File: src/verilog/mts_map.svh
// register offsets, field positions, reset values and timing counts of the trigger sequencer
`ifndef MTS_MAP_SVH
`define MTS_MAP_SVH
`define MTS_CLK_MHZ 100
`define MTS_ADDR_CTRL 8'h00
`define MTS_ADDR_CMD 8'h04
`define MTS_ADDR_POL 8'h08
`define MTS_ADDR_INSRC 8'h0C
`define MTS_ADDR_OUTDST 8'h10
`define MTS_ADDR_FORM 8'h14
`define MTS_ADDR_HOLD 8'h18
`define MTS_ADDR_MDLY 8'h1C
`define MTS_ADDR_SDLY 8'h20
`define MTS_ADDR_STAT 8'h24
`define MTS_ADDR_DONE 8'h28
`define MTS_CMD_TIMED 0
`define MTS_CMD_TIMED_PORT 1
`define MTS_CMD_TRIG 2
`define MTS_CMD_TRIG_PORT 3
`define MTS_CMD_FIRE 4
`define MTS_CMD_FIRE_SEL 5
`define MTS_CMD_RUN 6
`define MTS_CMD_HALT 7
`define MTS_CMD_CLEAR 8
`define MTS_POL_RESET 4'h0
`define MTS_INSRC_RESET 20'h00000
`define MTS_FORM_RESET 3'h0
`define MTS_EDGE_US 10
`define MTS_PULSE_US 100
`define MTS_PULSE_LEAD_US 110
`define MTS_LEAD_US 10
`define MTS_HOLD_RES_US 100
`define MTS_EDGE_CYC (`MTS_EDGE_US * `MTS_CLK_MHZ)
`define MTS_PULSE_CYC (`MTS_PULSE_US * `MTS_CLK_MHZ)
`define MTS_PLS_TRIG_CYC ((`MTS_PULSE_LEAD_US - `MTS_LEAD_US) * `MTS_CLK_MHZ)
`define MTS_HOLD_RES_CYC (`MTS_HOLD_RES_US * `MTS_CLK_MHZ)
`endif

File: src/verilog/mts_pkg.sv
// types of the trigger sequencer
package mts_pkg;
  typedef enum logic [1:0] {MTS_IN_START, MTS_IN_SETUP, MTS_IN_STEP, MTS_IN_HOLD} mts_in_t;
  typedef enum {MTS_IDLE, MTS_TIMED, MTS_TRIGW} mts_wait_t;
endpackage

File: src/verilog/mts_trigger_seq.sv
// trigger sequencer: input triggers, output triggers and wait states
//
// Local design decisions: the address-and-strobe port and the address map.
`timescale 1ns/1ps
`default_nettype none
`include "mts_map.svh"
module mts_trigger_seq
  import mts_pkg::*;
#(
  parameter int NCH = 4,
  parameter int NIO = 16
) (
  input wire logic CLK_I,
  input wire logic RSTN_I,
  input wire logic CE_I,
  input wire logic [7:0] ADDR_I,
  input wire logic [31:0] WDATA_I,
  input wire logic WR_I,
  input wire logic RD_I,
  output logic [31:0] RDATA_O,
  input wire logic MAIN_TRIG_I,
  output logic MAIN_TRIG_O,
  input wire logic [NIO-1:0] GIO_I,
  output logic [NIO-1:0] GIO_O,
  output logic [NIO-1:0] GIO_OE_O,
  input wire logic [NCH-1:0] MEAS_DONE_I,
  input wire logic [NCH-1:0] SETUP_DONE_I,
  input wire logic [NCH-1:0] STEP_DONE_I,
  input wire logic [NCH-1:0] CH_USED_I,
  input wire logic PULSED_I,
  output logic START_MEAS_O,
  output logic START_SETUP_O,
  output logic START_STEP_O,
  output logic PULSE_GO_O,
  output logic HOLD_BUSY_O
);
  // ----------------------------------------------------------------
  // registers
  // ----------------------------------------------------------------
  logic [3:0] pol_reg;
  logic [19:0] insrc_reg;
  logic [19:0] outdst_reg;
  logic [2:0] form_reg;
  logic [1:0] ctrl_reg;
  logic [20:0] hold_reg;
  logic [23:0] mdly_reg;
  logic [23:0] sdly_reg;
  logic [2:0] done_reg;
  logic [NIO:0] s1_reg;
  logic [NIO:0] s2_reg;
  logic [NIO:0] s3_reg;
  logic [2:0] trig_edge;
  mts_wait_t wait_reg;
  logic hold_port_reg;
  logic [3:0] hold_in_sel;
  logic [19:0] hold_cnt_reg;
  logic [13:0] hold_pre_reg;
  logic [23:0] mcnt_reg;
  logic mbusy_reg;
  logic [23:0] scnt_reg;
  logic sbusy_reg;
  logic [13:0] pcnt_reg;
  logic pbusy_reg;
  logic [NCH-1:0] meas_seen_reg;
  logic [NCH-1:0] setup_seen_reg;
  logic [NCH-1:0] step_seen_reg;
  logic [2:0] ev;
  logic [15:0] ocnt_reg [0:2];
  logic [2:0] gate_reg;
  logic fire_reg;
  logic [3:0] fire_port_reg;
  logic [15:0] fire_cnt_reg;
  logic [2:0] o_act;
  logic [NIO:0] o_line;
  logic [NIO:0] o_en;
  logic cmd;
  assign cmd = CE_I && WR_I && (ADDR_I == `MTS_ADDR_CMD);

  // ----------------------------------------------------------------
  // register writes
  // ----------------------------------------------------------------
  always_ff @(posedge CLK_I or negedge RSTN_I) begin
    if (!RSTN_I) begin
      pol_reg <= `MTS_POL_RESET;
      insrc_reg <= `MTS_INSRC_RESET;
      outdst_reg <= 20'h00000;
      form_reg <= `MTS_FORM_RESET;
      ctrl_reg <= 2'h0;
      hold_reg <= 21'h000000;
      mdly_reg <= 24'h000000;
      sdly_reg <= 24'h000000;
    end else if (CE_I && WR_I) begin
      case (ADDR_I)
        `MTS_ADDR_POL: pol_reg <= WDATA_I[3:0];
        `MTS_ADDR_INSRC: insrc_reg <= WDATA_I[19:0];
        `MTS_ADDR_OUTDST: outdst_reg <= WDATA_I[19:0];
        `MTS_ADDR_FORM: form_reg <= WDATA_I[2:0];
        `MTS_ADDR_CTRL: ctrl_reg <= WDATA_I[1:0];
        `MTS_ADDR_HOLD: hold_reg <= WDATA_I[20:0];
        `MTS_ADDR_MDLY: mdly_reg <= WDATA_I[23:0];
        `MTS_ADDR_SDLY: sdly_reg <= WDATA_I[23:0];
        default: ;
      endcase
    end
  end

  always_ff @(posedge CLK_I or negedge RSTN_I) begin
    if (!RSTN_I) begin
      RDATA_O <= 32'h00000000;
    end else if (CE_I && RD_I) begin
      case (ADDR_I)
        `MTS_ADDR_CTRL: RDATA_O <= {30'h0, ctrl_reg};
        `MTS_ADDR_POL: RDATA_O <= {28'h0, pol_reg};
        `MTS_ADDR_INSRC: RDATA_O <= {12'h0, insrc_reg};
        `MTS_ADDR_OUTDST: RDATA_O <= {12'h0, outdst_reg};
        `MTS_ADDR_FORM: RDATA_O <= {29'h0, form_reg};
        `MTS_ADDR_HOLD: RDATA_O <= {11'h0, hold_reg};
        `MTS_ADDR_MDLY: RDATA_O <= {8'h0, mdly_reg};
        `MTS_ADDR_SDLY: RDATA_O <= {8'h0, sdly_reg};
        `MTS_ADDR_STAT: RDATA_O <= {26'h0, gate_reg, HOLD_BUSY_O, mbusy_reg, sbusy_reg};
        `MTS_ADDR_DONE: RDATA_O <= {29'h0, done_reg};
        default: RDATA_O <= 32'h00000000;
      endcase
    end
  end

  // ----------------------------------------------------------------
  // input synchronisers; index 0 is the main input, 1..NIO the lines
  // ----------------------------------------------------------------
  always_ff @(posedge CLK_I or negedge RSTN_I) begin
    if (!RSTN_I) begin
      s1_reg <= '1;
      s2_reg <= '1;
      s3_reg <= '1;
    end else if (CE_I) begin
      s1_reg <= {GIO_I, MAIN_TRIG_I};
      s2_reg <= s1_reg;
      s3_reg <= s2_reg;
    end
  end

  // per input kind: start, setup, step; the hold input uses pol bit 3
  genvar g;
  generate
    for (g = 0; g < 3; g++) begin : g_in
      logic [4:0] sel;
      logic [NIO:0] act;
      logic [NIO:0] act_d;
      assign sel = insrc_reg[g*5 +: 5];
      // negative logic sees a high-to-low change as the trigger
      assign act = pol_reg[g] ? s2_reg : ~s2_reg;
      assign act_d = pol_reg[g] ? s3_reg : ~s3_reg;
      assign trig_edge[g] = act[sel] && !act_d[sel];
    end
  endgenerate
  logic hold_edge;
  logic [4:0] hsel;
  assign hsel = hold_port_reg ? insrc_reg[19:15] : 5'h00;
  assign hold_edge = (pol_reg[3] ? s2_reg[hsel] : ~s2_reg[hsel]) &&
                     !(pol_reg[3] ? s3_reg[hsel] : ~s3_reg[hsel]);
  assign START_MEAS_O = CE_I && trig_edge[0];
  assign START_SETUP_O = CE_I && trig_edge[1];

  // ----------------------------------------------------------------
  // wait states
  // ----------------------------------------------------------------
  logic release_ev;
  assign release_ev = ctrl_reg[0] && (hold_edge ||
                      (cmd && WDATA_I[`MTS_CMD_RUN]));
  always_ff @(posedge CLK_I or negedge RSTN_I) begin
    if (!RSTN_I) begin
      wait_reg <= MTS_IDLE;
      hold_port_reg <= 1'b0;
      hold_cnt_reg <= 20'h0;
      hold_pre_reg <= 14'h0;
    end else if (CE_I) begin
      case (wait_reg)
        MTS_IDLE: begin
          if (cmd && (WDATA_I[`MTS_CMD_TIMED] || WDATA_I[`MTS_CMD_TIMED_PORT])) begin
            wait_reg <= MTS_TIMED;
            hold_port_reg <= WDATA_I[`MTS_CMD_TIMED_PORT];
            hold_cnt_reg <= hold_reg[19:0];
            hold_pre_reg <= 14'h0;
          end else if (cmd && (WDATA_I[`MTS_CMD_TRIG] || WDATA_I[`MTS_CMD_TRIG_PORT])) begin
            wait_reg <= MTS_TRIGW;
            hold_port_reg <= WDATA_I[`MTS_CMD_TRIG_PORT];
          end
        end
        MTS_TIMED: begin
          // negative time means no timeout at all
          if (release_ev) begin
            wait_reg <= MTS_IDLE;
          end else if (!hold_reg[20]) begin
            if (hold_cnt_reg == 20'h0) begin
              wait_reg <= MTS_IDLE;
            end else if (hold_pre_reg == 14'(`MTS_HOLD_RES_CYC - 1)) begin
              hold_pre_reg <= 14'h0;
              hold_cnt_reg <= hold_cnt_reg - 20'h1;
            end else begin
              hold_pre_reg <= hold_pre_reg + 14'h1;
            end
          end
        end
        MTS_TRIGW: begin
          // run command does not release a trigger hold
          if (hold_edge) begin
            wait_reg <= MTS_IDLE;
          end else if (cmd && (WDATA_I[`MTS_CMD_HALT] || WDATA_I[`MTS_CMD_CLEAR])) begin
            wait_reg <= MTS_IDLE;
          end
        end
        default: wait_reg <= MTS_IDLE;
      endcase
    end
  end
  assign HOLD_BUSY_O = (wait_reg != MTS_IDLE);

  // ----------------------------------------------------------------
  // delays: measurement delay, source delay, pulse lead
  // ----------------------------------------------------------------
  logic all_setup;
  assign all_setup = &(setup_seen_reg | SETUP_DONE_I | ~CH_USED_I);
  always_ff @(posedge CLK_I or negedge RSTN_I) begin
    if (!RSTN_I) begin
      mbusy_reg <= 1'b0;
      mcnt_reg <= 24'h0;
      sbusy_reg <= 1'b0;
      scnt_reg <= 24'h0;
      pbusy_reg <= 1'b0;
      pcnt_reg <= 14'h0;
      START_STEP_O <= 1'b0;
      PULSE_GO_O <= 1'b0;
      setup_seen_reg <= '0;
      meas_seen_reg <= '0;
      step_seen_reg <= '0;
      ev <= 3'h0;
    end else if (CE_I) begin
      START_STEP_O <= 1'b0;
      PULSE_GO_O <= 1'b0;
      ev <= 3'h0;
      if (trig_edge[2]) begin
        mbusy_reg <= 1'b1;
        mcnt_reg <= mdly_reg;
      end else if (mbusy_reg) begin
        if (mcnt_reg == 24'h0) begin
          mbusy_reg <= 1'b0;
          START_STEP_O <= 1'b1;
        end else begin
          mcnt_reg <= mcnt_reg - 24'h1;
        end
      end
      if (trig_edge[1] && PULSED_I) begin
        pbusy_reg <= 1'b1;
        pcnt_reg <= 14'h0;
      end else if (pbusy_reg) begin
        if (pcnt_reg == 14'(`MTS_PLS_TRIG_CYC - 1)) begin
          ev[1] <= 1'b1;
        end
        if (pcnt_reg == 14'(`MTS_PLS_TRIG_CYC + `MTS_LEAD_US * `MTS_CLK_MHZ - 1)) begin
          pbusy_reg <= 1'b0;
          PULSE_GO_O <= 1'b1;
        end else begin
          pcnt_reg <= pcnt_reg + 14'h1;
        end
      end
      setup_seen_reg <= setup_seen_reg | SETUP_DONE_I;
      if (all_setup && |(setup_seen_reg | SETUP_DONE_I) && !PULSED_I) begin
        setup_seen_reg <= '0;
        sbusy_reg <= 1'b1;
        scnt_reg <= sdly_reg;
      end else if (sbusy_reg) begin
        if (scnt_reg == 24'h0) begin
          sbusy_reg <= 1'b0;
          ev[1] <= 1'b1;
        end else begin
          scnt_reg <= scnt_reg - 24'h1;
        end
      end
      meas_seen_reg <= meas_seen_reg | MEAS_DONE_I;
      if (&(meas_seen_reg | MEAS_DONE_I | ~CH_USED_I) && |(meas_seen_reg | MEAS_DONE_I)) begin
        meas_seen_reg <= '0;
        ev[0] <= 1'b1;
      end
      step_seen_reg <= step_seen_reg | STEP_DONE_I;
      if (&(step_seen_reg | STEP_DONE_I | ~CH_USED_I) && |(step_seen_reg | STEP_DONE_I)) begin
        step_seen_reg <= '0;
        ev[2] <= 1'b1;
      end
    end
  end

  // ----------------------------------------------------------------
  // output triggers: edge pulse on completion, or gate ended on completion
  // ----------------------------------------------------------------
  logic [15:0] width;
  assign width = PULSED_I ? 16'(`MTS_PULSE_CYC) : 16'(`MTS_EDGE_CYC);
  generate
    for (g = 0; g < 3; g++) begin : g_out
      // gate rises when the operation starts, falls when it completes
      logic start_op;
      assign start_op = (g == 0) ? trig_edge[0] : (g == 1) ? trig_edge[1] : trig_edge[2];
      always_ff @(posedge CLK_I or negedge RSTN_I) begin
        if (!RSTN_I) begin
          ocnt_reg[g] <= 16'h0;
          gate_reg[g] <= 1'b0;
        end else if (CE_I) begin
          if (form_reg[g]) begin
            if (ev[g]) begin
              gate_reg[g] <= 1'b0;
            end else if (start_op) begin
              gate_reg[g] <= 1'b1;
            end
          end else if (ev[g]) begin
            ocnt_reg[g] <= width;
          end else if (ocnt_reg[g] != 16'h0) begin
            ocnt_reg[g] <= ocnt_reg[g] - 16'h1;
          end
        end
      end
      assign o_act[g] = form_reg[g] ? gate_reg[g] : (ocnt_reg[g] != 16'h0);
    end
  endgenerate

  always_ff @(posedge CLK_I or negedge RSTN_I) begin
    if (!RSTN_I) begin
      fire_cnt_reg <= 16'h0;
      fire_reg <= 1'b0;
    end else if (CE_I) begin
      if (cmd && (WDATA_I[`MTS_CMD_FIRE] || WDATA_I[`MTS_CMD_FIRE_SEL])) begin
        fire_cnt_reg <= 16'(`MTS_EDGE_CYC);
        fire_reg <= WDATA_I[`MTS_CMD_FIRE_SEL];
      end else if (fire_cnt_reg != 16'h0) begin
        fire_cnt_reg <= fire_cnt_reg - 16'h1;
      end
    end
  end

  always_comb begin
    o_line = '0;
    o_en = '0;
    for (int k = 0; k < 3; k++) begin
      o_line[outdst_reg[k*5 +: 5]] = o_line[outdst_reg[k*5 +: 5]] | o_act[k];
      o_en[outdst_reg[k*5 +: 5]] = 1'b1;
    end
    // fire uses main output, or the port in outdst bits 19:15
    o_line[fire_reg ? outdst_reg[19:15] : 5'h00] =
      o_line[fire_reg ? outdst_reg[19:15] : 5'h00] | (fire_cnt_reg != 16'h0);
    o_en[fire_reg ? outdst_reg[19:15] : 5'h00] = 1'b1;
  end

  // active output drives low under negative logic, where the idle level is high
  always_ff @(posedge CLK_I or negedge RSTN_I) begin
    if (!RSTN_I) begin
      MAIN_TRIG_O <= 1'b1;
      GIO_O <= '1;
      GIO_OE_O <= '0;
      done_reg <= 3'h0;
    end else if (CE_I) begin
      MAIN_TRIG_O <= pol_reg[0] ? o_line[0] : ~o_line[0];
      GIO_O <= pol_reg[1] ? o_line[NIO:1] : ~o_line[NIO:1];
      GIO_OE_O <= o_en[NIO:1];
      done_reg <= done_reg | ev;
    end
  end
endmodule
`default_nettype wire

File: config.mk
export PLATFORM = sky130hd
export DESIGN_NAME = mts_trigger_seq
export DESIGN_NICKNAME = d
export VERILOG_FILES = /design/src/verilog/mts_pkg.sv /design/src/verilog/mts_trigger_seq.sv
export VERILOG_INCLUDE_DIRS = /design/src /design/src/verilog
export SDC_FILE = /design/constraint.sdc
export NUM_CORES = 1
export LEC_CHECK = 0
export ABC_AREA = 1
export BUFFER_PORTS_ARGS = -buffer_cell sky130_fd_sc_hd__clkbuf_2
export CAP_MARGIN = 0
export CELL_PAD_IN_SITES_DETAIL_PLACEMENT = 0
export CELL_PAD_IN_SITES_GLOBAL_PLACEMENT = 1
export CORE_UTILIZATION = 49
export CTS_CLUSTER_DIAMETER = 50
export CTS_CLUSTER_SIZE = 28
export DETAILED_ROUTE_END_ITERATION = 10
export PLACE_DENSITY_LB_ADDON = 0.1
export SYNTH_ARGS = -nofsm -noshare
export SYNTH_HDL_FRONTEND = slang
export SYNTH_SLANG_ARGS = --single-unit
File: constraint.sdc
create_clock -name CLK_I -period 6.7 [get_ports CLK_I]
set_clock_uncertainty 0.05 [all_clocks]
set_input_delay 1.34 -clock CLK_I [delete_from_list [all_inputs] [get_ports CLK_I]]
set_output_delay 1.34 -clock CLK_I [all_outputs]
set_load 0.02 [all_outputs]
# ---- Word level (Yosys, flattened, before mapping)
# Memories as Yosys holds them, arrays and structs flattened.
# Cells that the tools add are included.
dict set report totals {
  latch_bits 0
  out_inout_bits 70
  romBits 32
  regBits 454
  mem_count 1
  word_cells 321
  mem_bits_rw 0
  input_bits 79
}
dict set report classes {
  n_addsub 9
  muxes 122
  n_shift 0
  mul 0
  eq_ne 27
  n_bitwise 25
  order_cmp 12
  n_reduce_logical 85
  div 0
}
# name depth word_bits read_ports rd_clocked_by_memory_dff wr line
set memory_table {}
lappend memory_table {{(no name shown)} 32 1 1 0 0 mts_trigger_seq.sv:342} ;# o_line[outdst_reg[k*5 +: 5]] = o_line[outdst_reg[k*5 +: 5]] | o_act[k];
# cell count
set ops {}
lappend ops {{$pmux W24 S10} 1}
lappend ops {{$mux W32} 7}
lappend ops {{$mux W16} 9}
lappend ops {{$mux W24} 6}
lappend ops {{$mux W14} 9}
lappend ops {{$mux W17} 6}
lappend ops {{$mux W20} 5}
lappend ops {{$pmux W32 S3} 1}
lappend ops {{$reduce_bool A16 Y1} 4}
lappend ops {{$sub A16 B1 Y16 const B} 4}
lappend ops {{$bmux W1 S5} 11}
lappend ops {{$mux W1} 53}
lappend ops {{$bwmux W17} 3}
lappend ops {{$or A17 B17 Y17} 3}
lappend ops {{$logic_not A24 Y1} 2}
lappend ops {{$lt A5 B6 Y1 const B} 8}
lappend ops {{$sub A24 B1 Y24 const B} 2}
lappend ops {{$eq A14 B14 Y1 const B} 3}
lappend ops {{$pmux W20 S2} 1}
lappend ops {{$not A17 Y17} 2}
lappend ops {{$eq A32 B1 Y1 const B} 1}
lappend ops {{$eq A32 B2 Y1 const B} 1}
lappend ops {{$eq A8 B5 Y1 const B} 4}
lappend ops {{$logic_not A32 Y1} 1}
lappend ops {{33 further kinds} 133}

# ---- Longest topological paths before layout
dict set report logic_depth {
  ltp_word 19
  depth_mapped 38
  depth_no_buf 34
}

# ---- Worst setup path before layout
# Ideal clock, no wire load.
dict set report synth_timing {
  path_type {input-to-reg}
  from {in ADDR_I[1]}
  to {reg fire_cnt_reg[15]}
  arrival_ns 3.694
  required_time_ns 6.531
  path_buffers 0
  setup_time_ns 0.119
  path_slack_ns 2.836
  stages 24
  cell_sequence {nor2_1 -> inv_1 -> nor3_1 -> inv_1 -> nor2_1 -> nand2_1 -> inv_1 -> o21ai_0 -> a21oi_1 -> inv_1 -> nor3_1 -> inv_1 -> nor2_1 -> inv_1 -> nor2_1 -> inv_1 -> nor2_1 -> inv_1 -> nor2_1 -> nand3_1 -> nor3_1 -> nand2_1 -> nand2_1 -> o21ba_2}
}
dict set report synth_between {
  elab_chain_len 5
  word_cells_on_any_way 6
  cone_classes {eq/ne (1); mux (1); reduce/logical (4)}
}
# element line
set synth_lines {}
lappend synth_lines {{start: declaration} mts_trigger_seq.sv:16} ;# input wire logic [7:0] ADDR_I,
lappend synth_lines {{$eq A8 B3 Y1 (no line) (*)} n/a}
lappend synth_lines {{$logic_and A1 B1 Y1 (*)} mts_trigger_seq.sv:77} ;# assign cmd = CE_I && WR_I && (ADDR_I == `MTS_ADDR_CMD);
lappend synth_lines {{$logic_and A1 B1 Y1 (*)} mts_trigger_seq.sv:329} ;# if (cmd && (WDATA_I[`MTS_CMD_FIRE] || WDATA_I[`MTS_CMD_FIRE_SEL])) begin
lappend synth_lines {{$reduce_bool A2 Y1 (no line)} n/a}
lappend synth_lines {{$reduce_and A2 Y1 (no line)} n/a}
lappend synth_lines {{end signal: assignment} mts_trigger_seq.sv:330} ;# fire_cnt_reg <= 16'(`MTS_EDGE_CYC);
lappend synth_lines {{end signal: assignment} mts_trigger_seq.sv:333} ;# fire_cnt_reg <= fire_cnt_reg - 16'h1;
lappend synth_lines {{end: declaration} mts_trigger_seq.sv:72} ;# logic [15:0] fire_cnt_reg;
# Mark *: on every way between the ends. The rest lies on a longest branch, timed or not.
# A chain may end at the register's enable or synchronous reset.

# ---- Worst setup path after layout
dict set report layout_timing {
  from {reg pol_reg[1]}
  to {out START_SETUP_O}
}
dict set report layout_between {
  elab_chain_len 6
  word_cells_on_any_way 9
  cone_classes {mux (6); reduce/logical (3)}
}
# element line
set layout_lines {}
lappend layout_lines {{start: declaration} mts_trigger_seq.sv:40} ;# logic [3:0] pol_reg;
lappend layout_lines {{start signal: assignment} mts_trigger_seq.sv:84} ;# pol_reg <= `MTS_POL_RESET;
lappend layout_lines {{start signal: assignment} mts_trigger_seq.sv:94} ;# `MTS_ADDR_POL: pol_reg <= WDATA_I[3:0];
lappend layout_lines {{$mux W17} mts_trigger_seq.sv:152} ;# assign act_d = pol_reg[g] ? s3_reg : ~s3_reg;
lappend layout_lines {{$bmux W1 S5} mts_trigger_seq.sv:153} ;# assign trig_edge[g] = act[sel] && !act_d[sel];
lappend layout_lines {{$mux W1 (not written as such)} mts_trigger_seq.sv:153}
lappend layout_lines {{$logic_not A1 Y1} mts_trigger_seq.sv:153}
lappend layout_lines {{$logic_and A1 B1 Y1 (*)} mts_trigger_seq.sv:153}
lappend layout_lines {{$logic_and A1 B1 Y1 (*)} mts_trigger_seq.sv:162} ;# assign START_SETUP_O = CE_I && trig_edge[1];
lappend layout_lines {{end: declaration} mts_trigger_seq.sv:32} ;# output logic START_SETUP_O,
# Mark *: on every way between the ends. The rest lies on a longest branch, timed or not. The select of a mux whose other input is x is not followed.

==> results.toml <==
[clocking]
clk_transition_reported_paths_ps = 60
clockRootBuffer = "clkbuf_16"
number_of_buffers_inserted_during_clock_tree_synthesis = 48
clock_latency_ps = 600
cts.repair.resized = 0
clock_tree_from_tritoncts = "built"
post-cts-setup-buffer-count = 0
cts_max_level = 2
cts_hold_buffers = 0
max-clock-path-buffers = 3
clk_sink_count = 416

[place]
hpwlAfterDp_um = 56350
dpl.cell_count = 3896
routabilityCongestion = 0.9472
placement.cell_area_sq_um = 24690
portBuffers = 132
detailedPlace.worstSlack_ps = 1720

[run]
maxCapViolCount = 0

[worst_hold_path]
hold_path_depth = 1
hold_path_class = "reg -> reg"

[route]
highest-signal-layer = "met5"
wl_per_cell_um = 19.27
dr_wl_met3_um = 5116
detail_route.wirelength_um = 76760
route.detailed.drc = 0
firstDrtPassIters = 8
drt-met1-wl_um = 34210
dr_wl_met2_um = 34780
antenna_violation_net_count_after_detailed_routing = 0
drt-vias-per-instance = 5.648
detailedRoute.firstIterationViolations = 2212
dr_total_vias = 22501

[worst_setup_path]
crit_path_top_delay_cell = "dfrtp_1"
worst-endpoint-arrival_ps = 3750
startpoint_type_of_the_worst_setup_path = "flop"
worst_setup_path_category = "reg -> out"
crit_path_max_fanout = 21
worstSetupEndpointType = "output port"
critical_path.cell_chain = "clkinv_1, o21ai_0, nand3_1, nor2_1, clkbuf_2"
worst_r2r_path_depth = 15
critical_path.max_stage_delay_ps = 850
required_ps = 5310

[synth]
netlist.top_cell.by_area = "dfrtp_1"
arithmetic_cell_share_of_the_synthesized_area_counting_full_adders_half_adders_and_majority_gates_pct = 0.5306
postSynth.topFlopCell = "dfrtp_1"
post_synth_inst_count = 3245
post_synth_xor_area_fraction_pct = 1.746
synth_top_family_by_area = "simple AND/OR/NAND/NOR gates"
synth_async_sr_flop_share_pct = 100.0
yosysSeqAreaShare_pct = 44.50
yosys_cell_types = 56
muxShareOfSynthArea_pct = 0.08489
post_synth_instance_area_sq_um = 23580
ys_seq_elements = 416
yosys-top-cells-area = "dfrtp_1 (37%), nand2_1 (12%), o21ai_0 (9.3%), dfstp_2 (7.6%), nor2_1 (6.3%)"
syn_avg_cell_area_sq_um = 7.267
synth-edff-count = 0
synth_warnings = 0
synth_compound_gate_area_share_pct = 17.67
synth_top_cell_area_share_pct = 36.93
post_synth_and_or_nand_nor_area_fraction_pct = 26.72

[die]
io-pin-count = 149
number_of_placement_rows = 80
die_h_um = 221.4
start_util_pct = 49.50
die_width_um = 221.4
die_area_sq_um = 49010
core_region_area_sq_um = 47650

[grt]
grt_max_degree = 156
first_global_vias = 21117
grt_pass1_wl_um = 119800
track_usage_pct = 31.31
grt_antenna_before_repair = 1
global_route.overflow_total = 0

[outcome]
status = "completed"

[power]
static-leakage-power_nw = 12.21
max-vdd-ir-drop_v = 0.0002161
power.density_nw_per_um2 = 289.5

[cells_and_area]
finish.net_count = 3420
post_layout_nonfiller_instances = 3984
final_layout_size_suffix_gt1_share_pct = 11.04
fin_util_pct = 55.31
insertedDiodeCount = 0
largest_reg_flops = 48
area_delta_synth_final_pct = 11.75
design_area_sq_um = 26350

[timing]
pnr_worst_setup_slack_ps = 1557
relSlewSlack_pct = 20.89
peak_clock_frequency_supported_by_timing_mhz = 194.4
period_needed_ps = 5143
final_min_period_over_clock_period_pct = 76.76
tightest_slew_ps = 1184
final_report_max_slew_violation_count = 0
fin_tns_setup_ps = 0
setup_repair_after_global_routing_missed_its_margin = "no"
timing.final.hold_violations = 0
setup_viol_count_final = 0
cell usage after synthesis (all sizes together), types with 5 or more instances:
| library cell | n |
|---|---|
| nand3 | 166 |
| xnor2 | 5 |
| dfstp | 68 |
| o211ai | 25 |
| nand2 | 774 |
| clkbuf | 100 |
| ha | 10 |
| buf | 25 |
| o221ai | 8 |
| o22ai | 22 |
| a31oi | 28 |
| nor3 | 74 |
| o311ai | 9 |
| dfrtp | 348 |
| nand3b | 6 |
| a22oi | 8 |
| o21ai | 445 |
| o2111ai | 11 |
| o31ai | 7 |
| o21a | 6 |
| nand4 | 27 |
| nor2 | 399 |
| or2 | 21 |
| a22o | 5 |
| nor4 | 26 |
| xor2 | 42 |
| a2bb2oi | 5 |
| inv | 396 |
| a221oi | 14 |
| a21oi | 137 |
per-stage QoR:
step,hold WS (ps),power (mW)
floorplan,372.0,4.376
global placement,394.3,4.817
detailed placement,398.9,4.874
CTS,413.0,7.671
global route,425.1,8.061
finish,408.2,7.628
report_power, final:
| group | leakage (nW) | switching, mW | internal [mW] |
|---|---|---|---|
| clock | 0.791 | 1.19 | 1.58 |
| combinational | 6.15 | 1.11 | 0.552 |
| sequential | 5.28 | 0.328 | 2.87 |
| total | 12.2 | 2.62 | 5.01 |
critical path: cells and delay by family, from the launching register on:
kind | cells | cell delay, ps
compound gates | 1 | 400
flops | 1 | 850
buf+inv | 2 | 1090
simple gates | 2 | 810
path summary, 6_finish.rpt:
kind                            slack (ps)                      endpoint                          from
worst min-delay path                   410  fire_cnt_reg[11]$_DFFE_PN0P_  fire_cnt_reg[11]$_DFFE_PN0P_
min in group asynchronous              680      ocnt_reg[25]$_DFFE_PN0P_                        RSTN_I
worst min register to register         410  fire_cnt_reg[11]$_DFFE_PN0P_  fire_cnt_reg[11]$_DFFE_PN0P_
worst max register to register        1560  hold_cnt_reg[14]$_DFFE_PN0P_     hold_port_reg$_DFFE_PN0P_
max in group asynchronous             4560  fire_cnt_reg[10]$_DFFE_PN0P_                        RSTN_I
worst max-delay path                  1560                 START_SETUP_O        pol_reg[1]$_DFFE_PN0P_
cell families (layout without fill, tap and decap cells):
group | after synthesis | after routing
AO/OA/AOI/OAI | 747 | 747
XOR/XNOR | 47 | 47
adder cells (fa/ha/maj) | 10 | 10
buffers and inverters | 525 | 642
flip-flops | 416 | 416
multiplexers | 2 | 2
other | 1 | 8
AND/OR/NAND/NOR | 1497 | 1497
cells in the final DEF, fill, tap and decap left out, types with 22 or more instances in the layout:
master / count
a21oi_1: 136
a31oi_1: 28
clkbuf_16: 49
clkbuf_2: 130
dfrtp_1: 348
dfstp_2: 68
inv_1: 393
nand2_1: 761
nand3_1: 145
nand4_1: 27
nor2_1: 396
nor3_1: 74
nor4_1: 25
o211ai_1: 25
o21ai_0: 440
o22ai_1: 22
xor2_1: 42
per-layer routing:
| metal | vias to the layer above | track usage (%) |
|---|---|---|
| met4 | 2 | 11.26 |
| met5 | - | 0 |
| met3 | 140 | 4.727 |
| met1 | 10751 | 43.73 |
| met2 | 757 | 49.44 |
| li1 | 10851 | - |
final cells by class:
class | instances | area [sq um]
fill | 4617 | 21290
multi-input combinational | 2311 | 11060
clock inverter | 36 | 416.7
timing repair buffer | 154 | 863.3
sequential | 416 | 10500
clock buffer | 52 | 1247
inverter | 400 | 1501
tap | 615 | 769.5
Power figures use the tool's default switching activity.
